[src/shared/pmc_map.svh]
// Constants for the macrocell output block: widths, mode codes, reset values.
// Assumes inclusion by the package and the design file only.
`ifndef PMC_MAP_SVH
`define PMC_MAP_SVH
`define PMC_CELLS 8
`define PMC_TERMS 8
`define PMC_SUM_REG 8
`define PMC_SUM_OE 7
`define PMC_OUTER_HI 7
`define PMC_OUTER_LO 0
`define PMC_CENTRE_HI 4
`define PMC_CENTRE_LO 3
`define PMC_REG_RESET 8'h00
`define PMC_MODE_REG 2'h0
`define PMC_MODE_CPX 2'h1
`define PMC_MODE_SMP 2'h3
`define PMC_CFG_REG 2'h0
`define PMC_CFG_COMB 2'h1
`define PMC_CFG_IN 2'h3
`define PMC_CFG_ADDR_MODE 4'h0
`define PMC_CFG_ADDR_CELL 4'h1
`define PMC_CFG_ADDR_STAT 4'h2
`define PMC_CFG_ADDR_PINS 4'h3
`endif

[src/shared/pmc_pkg.sv]
// Types for the macrocell output block.
// Assumes pmc_map.svh sits beside it on the include path.
`include "pmc_map.svh"
package pmc_pkg;
  typedef enum logic [1:0] {
    PMC_MODE_REGISTERED = `PMC_MODE_REG,
    PMC_MODE_COMPLEX = `PMC_MODE_CPX,
    PMC_MODE_SIMPLE = `PMC_MODE_SMP
  } pmc_mode_type;
  typedef enum logic [1:0] {
    PMC_CELL_REG = `PMC_CFG_REG,
    PMC_CELL_COMB = `PMC_CFG_COMB,
    PMC_CELL_IN = `PMC_CFG_IN
  } pmc_cell_type;
  typedef struct packed {
    logic [`PMC_CELLS-1:0] out;
    logic [`PMC_CELLS-1:0] oe;
  } pmc_pins_type;
endpackage : pmc_pkg

[src/hw/pmc_core.sv]
// Eight output macrocells with registered, complex and simple architecture.
// Assumes product terms come from an AND-array on the same mclk; pins sync here.
`timescale 1ns/1ps
`include "pmc_map.svh"
module pmc_core
  import pmc_pkg::*;
#(
  parameter int CELLS = `PMC_CELLS
)
(
  input wire logic mclk,
  input wire logic rst,
  input wire logic [3:0] cfg_addr,
  input wire logic [15:0] cfg_wdata,
  input wire logic cfg_wr,
  input wire logic cfg_rd,
  output logic [15:0] cfg_rdata,
  input wire logic [`PMC_TERMS-1:0] pterm [CELLS],
  input wire logic clk_pin,
  input wire logic oe_n_pin,
  input wire logic [CELLS-1:0] io_in,
  output pmc_pins_type io_pins,
  output logic [CELLS-1:0] fb_array,
  output logic clk_array,
  output logic oe_array
);

  pmc_mode_type mode_q;
  logic [2*CELLS-1:0] cell_cfg_q;
  logic [CELLS-1:0] reg_q;
  logic [1:0] clk_s_q;
  logic [1:0] oe_s_q;
  logic [CELLS-1:0] io_s1_q;
  logic [CELLS-1:0] io_s2_q;
  logic clk_last_q;
  logic clk_rise;
  logic [CELLS-1:0] sum8;
  logic [CELLS-1:0] sum7;
  logic [CELLS-1:0] term_oe;
  logic [CELLS-1:0] out_d;
  logic [CELLS-1:0] oe_d;
  logic [CELLS-1:0] fb_d;

  // Pin synchronisers; first stage is read only by the second
  always_ff @(posedge mclk or posedge rst)
  begin
    if (rst)
    begin
      clk_s_q <= 2'h0;
      oe_s_q <= 2'h3;
      io_s1_q <= '0;
      io_s2_q <= '0;
    end
    else
    begin
      clk_s_q <= {clk_s_q[0], clk_pin};
      oe_s_q <= {oe_s_q[0], oe_n_pin};
      io_s1_q <= io_in;
      io_s2_q <= io_s1_q;
    end
  end

  always_ff @(posedge mclk or posedge rst)
  begin
    if (rst)
      clk_last_q <= 1'b0;
    else
      clk_last_q <= clk_s_q[1];
  end

  assign clk_rise = clk_s_q[1] & ~clk_last_q;

  // Configuration writes; meant to be set once before use
  always_ff @(posedge mclk or posedge rst)
  begin
    if (rst)
    begin
      mode_q <= PMC_MODE_REGISTERED;
      cell_cfg_q <= '1;
    end
    else if (cfg_wr)
    begin
      if (cfg_addr == `PMC_CFG_ADDR_MODE)
        mode_q <= pmc_mode_type'(cfg_wdata[1:0]);
      if (cfg_addr == `PMC_CFG_ADDR_CELL)
        cell_cfg_q <= cfg_wdata[2*CELLS-1:0];
    end
  end

  always_ff @(posedge mclk or posedge rst)
  begin
    if (rst)
      cfg_rdata <= 16'h0000;
    else if (cfg_rd)
    begin
      case (cfg_addr)
        `PMC_CFG_ADDR_MODE: cfg_rdata <= {14'h0000, mode_q};
        `PMC_CFG_ADDR_CELL: cfg_rdata <= cell_cfg_q;
        `PMC_CFG_ADDR_STAT: cfg_rdata <= {8'h00, reg_q};
        `PMC_CFG_ADDR_PINS: cfg_rdata <= {io_pins.oe, io_pins.out};
        default: cfg_rdata <= 16'h0000;
      endcase
    end
  end

  // Sum terms: all eight, or seven with term 7 reserved as enable
  always_comb
  begin
    for (int i = 0; i < CELLS; i++)
    begin
      sum8[i] = |pterm[i];
      sum7[i] = |pterm[i][`PMC_SUM_OE-1:0];
      term_oe[i] = pterm[i][`PMC_SUM_OE];
    end
  end

  // Registers capture on a rising clock pin edge, in registered mode only
  always_ff @(posedge mclk or posedge rst)
  begin
    if (rst)
      reg_q <= `PMC_REG_RESET;
    else if (mode_q == PMC_MODE_REGISTERED && clk_rise)
      reg_q <= sum8;
  end

  always_comb
  begin
    out_d = '0;
    oe_d = '0;
    fb_d = '0;
    for (int i = 0; i < CELLS; i++)
    begin
      case (mode_q)
        PMC_MODE_REGISTERED:
        begin
          case (pmc_cell_type'(cell_cfg_q[2*i +: 2]))
            PMC_CELL_REG:
            begin
              out_d[i] = ~reg_q[i];
              oe_d[i] = ~oe_s_q[1];
              fb_d[i] = reg_q[i];
            end
            PMC_CELL_COMB:
            begin
              out_d[i] = sum7[i];
              oe_d[i] = term_oe[i];
              fb_d[i] = io_s2_q[i];
            end
            default:
            begin
              oe_d[i] = 1'b0;
              fb_d[i] = io_s2_q[i];
            end
          endcase
        end
        PMC_MODE_COMPLEX:
        begin
          out_d[i] = sum7[i];
          oe_d[i] = term_oe[i];
          if (i == `PMC_OUTER_HI)
            fb_d[i] = clk_s_q[1];
          else if (i == `PMC_OUTER_LO)
            fb_d[i] = oe_s_q[1];
          else
            fb_d[i] = io_s2_q[i];
        end
        default:
        begin
          if (i == `PMC_CENTRE_HI || i == `PMC_CENTRE_LO)
          begin
            out_d[i] = sum8[i];
            oe_d[i] = 1'b1;
          end
          else if (pmc_cell_type'(cell_cfg_q[2*i +: 2]) == PMC_CELL_IN)
            oe_d[i] = 1'b0;
          else
          begin
            out_d[i] = sum8[i];
            oe_d[i] = 1'b1;
          end
          // Centre cells have no pin of their own to read; neighbours borrow
          if (i == `PMC_CENTRE_HI || i == `PMC_CENTRE_LO)
            fb_d[i] = 1'b0;
          else if (i < `PMC_CENTRE_LO)
            fb_d[i] = io_s2_q[i+1];
          else
            fb_d[i] = io_s2_q[i-1];
        end
      endcase
    end
  end

  always_ff @(posedge mclk or posedge rst)
  begin
    if (rst)
    begin
      io_pins <= '0;
      fb_array <= '0;
      clk_array <= 1'b0;
      oe_array <= 1'b0;
    end
    else
    begin
      io_pins.out <= out_d;
      io_pins.oe <= oe_d;
      fb_array <= fb_d;
      // Pins act as array inputs only outside registered mode
      clk_array <= (mode_q == PMC_MODE_REGISTERED) ? 1'b0 : clk_s_q[1];
      oe_array <= (mode_q == PMC_MODE_REGISTERED) ? 1'b0 : oe_s_q[1];
    end
  end
endmodule : pmc_core

[config.mk]
export PLATFORM = sky130hd
export DESIGN_NAME = pmc_core
export DESIGN_NICKNAME = d
export VERILOG_FILES = /design/src/shared/pmc_pkg.sv /design/src/hw/pmc_core.sv
export VERILOG_INCLUDE_DIRS = /design/src /design/src/shared
export SDC_FILE = /design/constraint.sdc
export NUM_CORES = 1
export LEC_CHECK = 0
export BUFFER_PORTS_ARGS = -buffer_cell sky130_fd_sc_hd__buf_2
export CAP_MARGIN = 20
export CORE_MARGIN = 1
export CORE_UTILIZATION = 46
export DETAILED_ROUTE_END_ITERATION = 10
export GPL_TIMING_DRIVEN = 0
export PLACE_DENSITY = 0.77
export SLEW_MARGIN = 20
export SYNTH_ARGS = -nofsm -noshare
export SYNTH_HDL_FRONTEND = slang
export SYNTH_SLANG_ARGS = --single-unit
[constraint.sdc]
create_clock -name mclk -period 2.33 [get_ports mclk]
set_input_delay 0.1165 -clock mclk [delete_from_list [all_inputs] [get_ports mclk]]
set_output_delay 0.1165 -clock mclk [all_outputs]
set_load 0.01 [all_outputs]
; ---- Word-level counts from Yosys, hierarchy flattened
; Cells that the tools add are included.
[totals]
wordCells = 135
ff_bits = 89
[op_classes]
eq_ne = 18
bitwise = 11
n_reduce_logical = 29
n_mux = 63
[ops]
columns = op, count
row1 = 1-bit case mux with 2 select lines, 40
row2 = 16-bit case mux with 4 select lines, 1
row3 = 8-bit OR reduction, 8
row4 = 7-bit OR reduction, 8
row5 = 1-bit two-way mux, 22
row6 = "2-bit by 1-bit == test with 1-bit output, second input constant", 9
row7 = 2-bit logical NOT, 9
row8 = "2-bit == test, second input constant", 6
row9 = 1-bit inverter, 10
row10 = "4-bit by 2-bit == test with 1-bit output, second input constant", 2
row11 = "4-bit by 1-bit == test with 1-bit output, second input constant", 1
row12 = 4-bit logical NOT, 1
row13 = 2-bit AND reduction, 2
row14 = 1-bit bitwise AND, 1
row15 = 1-bit logical AND, 1

; ---- Logic depth before layout (Yosys ltp)
[depth]
word_depth = 3
mapped_depth = 5

; ---- Least setup slack after synthesis
; No wires, ideal clock.
[synth_timing]
path_kind = register to register
start = register mode_q[1]
end = register io_pins[15] (netlist bit)
period_less_slack_ps = 1429
slack_ps = 901
path_stages_with_launch = 6
arrival_ps = 1303
n_path_buf = 2
setup_time_ps = 127
cell_sequence = dfrtp_1 > buf_4 > nor2_4 > buf_2 > o21ai_0 > a221o_2
[synth_between]
elab_chain_len = 2
word_cells_on_any_way = 3
cone_classes = eq/ne: 1 / mux: 1 / reduce/logical: 1
[synth_rtl]
columns = element, line_no
row1 = "start, declared", pmc_core.sv:28  ; pmc_mode_type mode_q;
row2 = "start signal, assigned", pmc_core.sv:84  ; mode_q <= pmc_mode_type'(cfg_wdata[1:0]);
row3 = 2-bit by 1-bit == test with 1-bit output / 2-bit logical NOT (equally long branches), pmc_core.sv:133  ; case (mode_q)
row4 = 1-bit case mux with 2 select lines (*), pmc_core.sv:133
row5 = via out_d[7], pmc_core.sv:40  ; logic [CELLS-1:0] out_d;
row6 = "end, declared", pmc_core.sv:22  ; output pmc_pins_type io_pins,
; Mark *: on every way through the listed nets, which the timed path passes. The rest lies on a longest branch.
; A chain may end at the register's enable or synchronous reset.

; ---- Final worst setup path
; Same ends and word-level chain as after synthesis.

==> summary by stage <==
Status
The run finished with clean final reports.

Power
The worst voltage drop across the vdd grid is 0.000424 V. Of the total power, the share spent switching nets is 0.332. Of the total power, combinational logic draws 0.282. Summing internal, switching and leakage power gives 4.27 mW. The net switching power is 1.42 mW.

Of the total power, registers draw 0.492. Of the total power, the clock network draws 0.226. The leakage power summed over all cells is 2.39 nW. The design internal power is 2.85 mW. For this design the ratio of total power to cell area is 780 nW/µm².

Placed design
The post-detailed-placement cell area is 5050 µm². Once detailed placement completed, the half-perimeter wirelength came to 7990 µm. The routability congestion estimate from global placement is ~0.85. Timing analysis after detailed placement gives a worst setup slack of about 0.55 ns. The number of port buffers is about 140.

Setup path
The maximum cell stage delay along the critical path is 0.52 ns. The critical register-to-register path endpoint is io_pins[15]. The cell with the biggest individual delay on the critical path is sky130_fd_sc_hd__dfrtp_1. The required arrival time at the worst endpoint is roughly 2.6 ns. The most critical setup path has its startpoint at mode_q[1]. The nature of the critical path startpoint is a register. The internal reg-to-reg setup slack is between 0.4 and 0.5 ns. The arrival time at the worst endpoint is 2.10 ns. In this run the critical register-to-register path is launched from mode_q[1]. The critical setup path kind is register to register. The signal on the critical path passes through buf_4 > nor2_4 > buf_2 > o21ai_0 > a221o_2. In this run the worst path has a maximum fanout of 10. The number of cells on the worst reg-to-reg path is 5.

The critical path ends at io_pins[15]. STA classifies the critical path endpoint as a register.

Run
The total of max-cap violations is 0.

Layout
Leaving out fill and tap cells, the most frequent cell in the layout is sky130_fd_sc_hd__buf_2. The total inserted antenna cells is 0. The top cell types in the final layout, fill and taps aside, are sky130_fd_sc_hd__buf_2 (146), sky130_fd_sc_hd__dfrtp_1 (71), sky130_fd_sc_hd__mux2_2 (42), sky130_fd_sc_hd__dlygate4sd3_1 (24), sky130_fd_sc_hd__nor3_1 (22). The count of nets after finishing is 638. The final instance area is 5470 µm². The share of final-layout standard cells stronger than drive strength 1 is 0.439. From synthesis to final layout, the design area changed by 30.7%.

STA
The post-route worst hold slack is 0.00368 ns. The final clock skew is 0.0111 ns. The max-slew violation count is 0.

The maximum operating frequency is about 540 MHz. The smallest setup slack after layout is 0.468 ns. The period utilization is 0.799.

Setup repair after global routing left no endpoint under its margin. Setup violations remaining at the end of the flow were counted as 0. The number of hold violations in the final report is 0. The worst slew margin relative to its limit is 0.482.

At the pin with the least slew margin, the transition time is 0.775 ns. The shortest period the worst path allows is 1.86 ns. Adding up every negative setup slack in the final design gives 0 ns.

Routing
Across all layers, the routed design uses 3654 vias. After detailed routing, the average wire length per cell comes to 16.9 µm. The final layout contains routed wiring with a total length of around 11000 µm. The first routing iteration left 210 violations. After detailed routing, the number of remaining DRC violations is 0. The antenna violation net count after detailed routing is 0. The average via count per standard cell is approximately 5.6. For this run, the detailed router's first-pass iteration total came to 5.

Global routing
Across every metal layer, demand over resource in global routing totals 0.236. Global routing finished with a remaining overflow of 0. The first-pass GRT wire length is 17500 µm.

The number of antenna violations at the first check in global routing is 0. The maximum number of pins on one net before global-route repair is 37. The number of global-route vias before repair is 3572.

Floorplan
The floorplan die height is 97.4 µm. The total area inside the core boundary comes to 8760 µm². The floorplan step defined a die boundary enclosing 9490 µm². The number of top-level pins is 140.

The floorplan has 34 rows. The die span in x is 97.4 µm. The initial utilization of the core area, before any placement, comes to 0.478.

Clock tree
The later pin in the worst-skew pair is clocked with a latency of 0.36 ns. The clock tree root buffer cell is sky130_fd_sc_hd__clkbuf_8. The total setup buffers inserted after CTS is 0. Counting every sink on the clock net gives 89. The clock passes through at most 2 buffers.

The number of buffers created by CTS is 9. TritonCTS built the clock tree. The clock edge transition at the registers on the reported setup and hold paths is 0.09 ns. The H-tree level count is 3.

Logic synthesis
The cell count after synthesis came out at between 300 and 400. The number of synthesis warnings is 0. The synthesized net count is 464. The fraction of the yosys area taken by sequential cells is 0.537. The dominant synthesized flop cell is sky130_fd_sc_hd__dfrtp_1. The register bit total from synthesis is 89. The number of different library cells in the post-synthesis netlist is 47.

The mean instance size in the synthesized netlist is 11.4 µm². For this run, asynchronously set or reset flops after synthesis account for 1.00. The mapped netlist covers 4190 µm².

The number of enable flip-flop cells after synthesis is 0.

Hold path
The type of the most critical hold path is input port to register.
-- worst max-delay path: cells and delay by family (launching register included) --
family                 cells  cell delay [ns]
buffers and inverters      2             0.53
AND/OR/NAND/NOR            1             0.15
AO/OA/AOI/OAI              2             0.53
flip-flops                 1             0.52
-- timing repair --
action	CTS	global route
endpoints found under the hold margin	38	0
hold buffers	24	0
resized for setup	0	0
-- cells by family (layout without fill, tap and decap cells) --
kind of cell	Yosys count	count (layout)	share of synthesized area
buffers and inverters	31	210	0.0358
AOI/OAI and AO/OA	73	73	0.120
and+or+nand+nor	122	122	0.172
DFF	89	89	0.537
muxes	51	51	0.134
-- power by group through the flow --
stage / registers [mW] / clock network (mW) / logic, mW
final: 2.10 / 0.967 / 1.20
after global routing: 2.13 / 1.06 / 1.31
after CTS: 2.09 / 0.986 / 1.20
after detailed placement: 2.12 / 0 / 1.16
after global placement: 2.11 / 0 / 1.12
after floorplan: 2.11 / 0 / 0.664
-- worst min path at each step --
stage	startpoint	slack (ns)	endpoint	cells after the start
2_1_floorplan	oe_n_pin	0.12	oe_s_q[0]	0
3_3_place_gp	oe_n_pin	0.22	oe_s_q[0]	1
3_5_place_dp	rst	0.17	clk_s_q[0]	2
4_1_cts	cfg_wdata[9]	0.001	cell_cfg_q[9]	2
5_1_grt	cfg_wdata[9]	0.0009	cell_cfg_q[9]	2
6_report	cfg_wdata[9]	0.004	cell_cfg_q[9]	2
-- state kept, by name, summed over array words and instances, names as in the netlist --
signal / cells
oe_s_q: 2
cell_cfg_q: 16
oe_array: 1
io_s1_q: 8
mode_q: 2
clk_array: 1
clk_s_q: 2
fb_array: 8
cfg_rdata: 16
io_s2_q: 8
reg_q: 8
clk_last_q: 1
io_pins: 16
-- metrics by stage --
| stage | std cells | utilization |
|---|---|---|
| floorplan | 366 | - |
| global placement | 611 | 0.572 |
| detailed placement | 613 | 0.577 |
| CTS | 653 | 0.625 |
| global route | 653 | 0.625 |
| finish | 653 | 0.625 |
-- area by class of cell --
| cell class | count | area, µm² |
|---|---|---|
| clock inverter | 6 | 42.5 |
| multi-input combinational | 246 | 1790 |
| clock buffer | 10 | 138 |
| fill | 720 | 3290 |
| inverter | 11 | 45.0 |
| tap | 108 | 135 |
| sequential | 89 | 2250 |
| buffer | 20 | 109 |
| timing repair buffer | 163 | 966 |
-- synthesized netlist by cell type, types with 2 or more instances --
cell type	instances	area share
sky130_fd_sc_hd__or4_1	6	0.011
sky130_fd_sc_hd__dfrtp_1	71	0.42
sky130_fd_sc_hd__clkbuf_1	5	0.0045
sky130_fd_sc_hd__o2bb2ai_1	6	0.013
sky130_fd_sc_hd__a21oi_1	17	0.020
sky130_fd_sc_hd__nand3_1	9	0.011
sky130_fd_sc_hd__buf_2	9	0.011
sky130_fd_sc_hd__o22a_1	4	0.0084
sky130_fd_sc_hd__o221ai_1	5	0.010
sky130_fd_sc_hd__nand2_1	21	0.019
sky130_fd_sc_hd__inv_1	11	0.0099
sky130_fd_sc_hd__nor2b_1	11	0.016
sky130_fd_sc_hd__nor3_1	22	0.026
sky130_fd_sc_hd__and2_1	5	0.0075
sky130_fd_sc_hd__nand2b_1	7	0.010
sky130_fd_sc_hd__o31ai_1	2	0.0036
sky130_fd_sc_hd__nor2_4	2	0.0054
sky130_fd_sc_hd__mux2i_1	9	0.022
sky130_fd_sc_hd__buf_4	4	0.0072
sky130_fd_sc_hd__o31a_1	3	0.0063
sky130_fd_sc_hd__a221o_1	2	0.0048
sky130_fd_sc_hd__nor2_1	12	0.011
sky130_fd_sc_hd__or3_1	4	0.0060
sky130_fd_sc_hd__nor4_1	8	0.012
sky130_fd_sc_hd__a311o_1	5	0.012
sky130_fd_sc_hd__o21bai_1	3	0.0054
sky130_fd_sc_hd__mux2_2	42	0.11
sky130_fd_sc_hd__nand3b_1	7	0.013
sky130_fd_sc_hd__o21ai_0	19	0.023
sky130_fd_sc_hd__dfstp_2	18	0.11
-- layer usage --
metal | track usage | wire [µm] | vias to the layer above
met5 | 0 | 0 | -
met4 | 0.0882 | 188 | 0
met3 | 0.0633 | 866 | 12
met2 | 0.382 | 5380 | 171
met1 | 0.303 | 4610 | 1777
li1 | - | - | 1694
(Power assumes the default switching activity.)
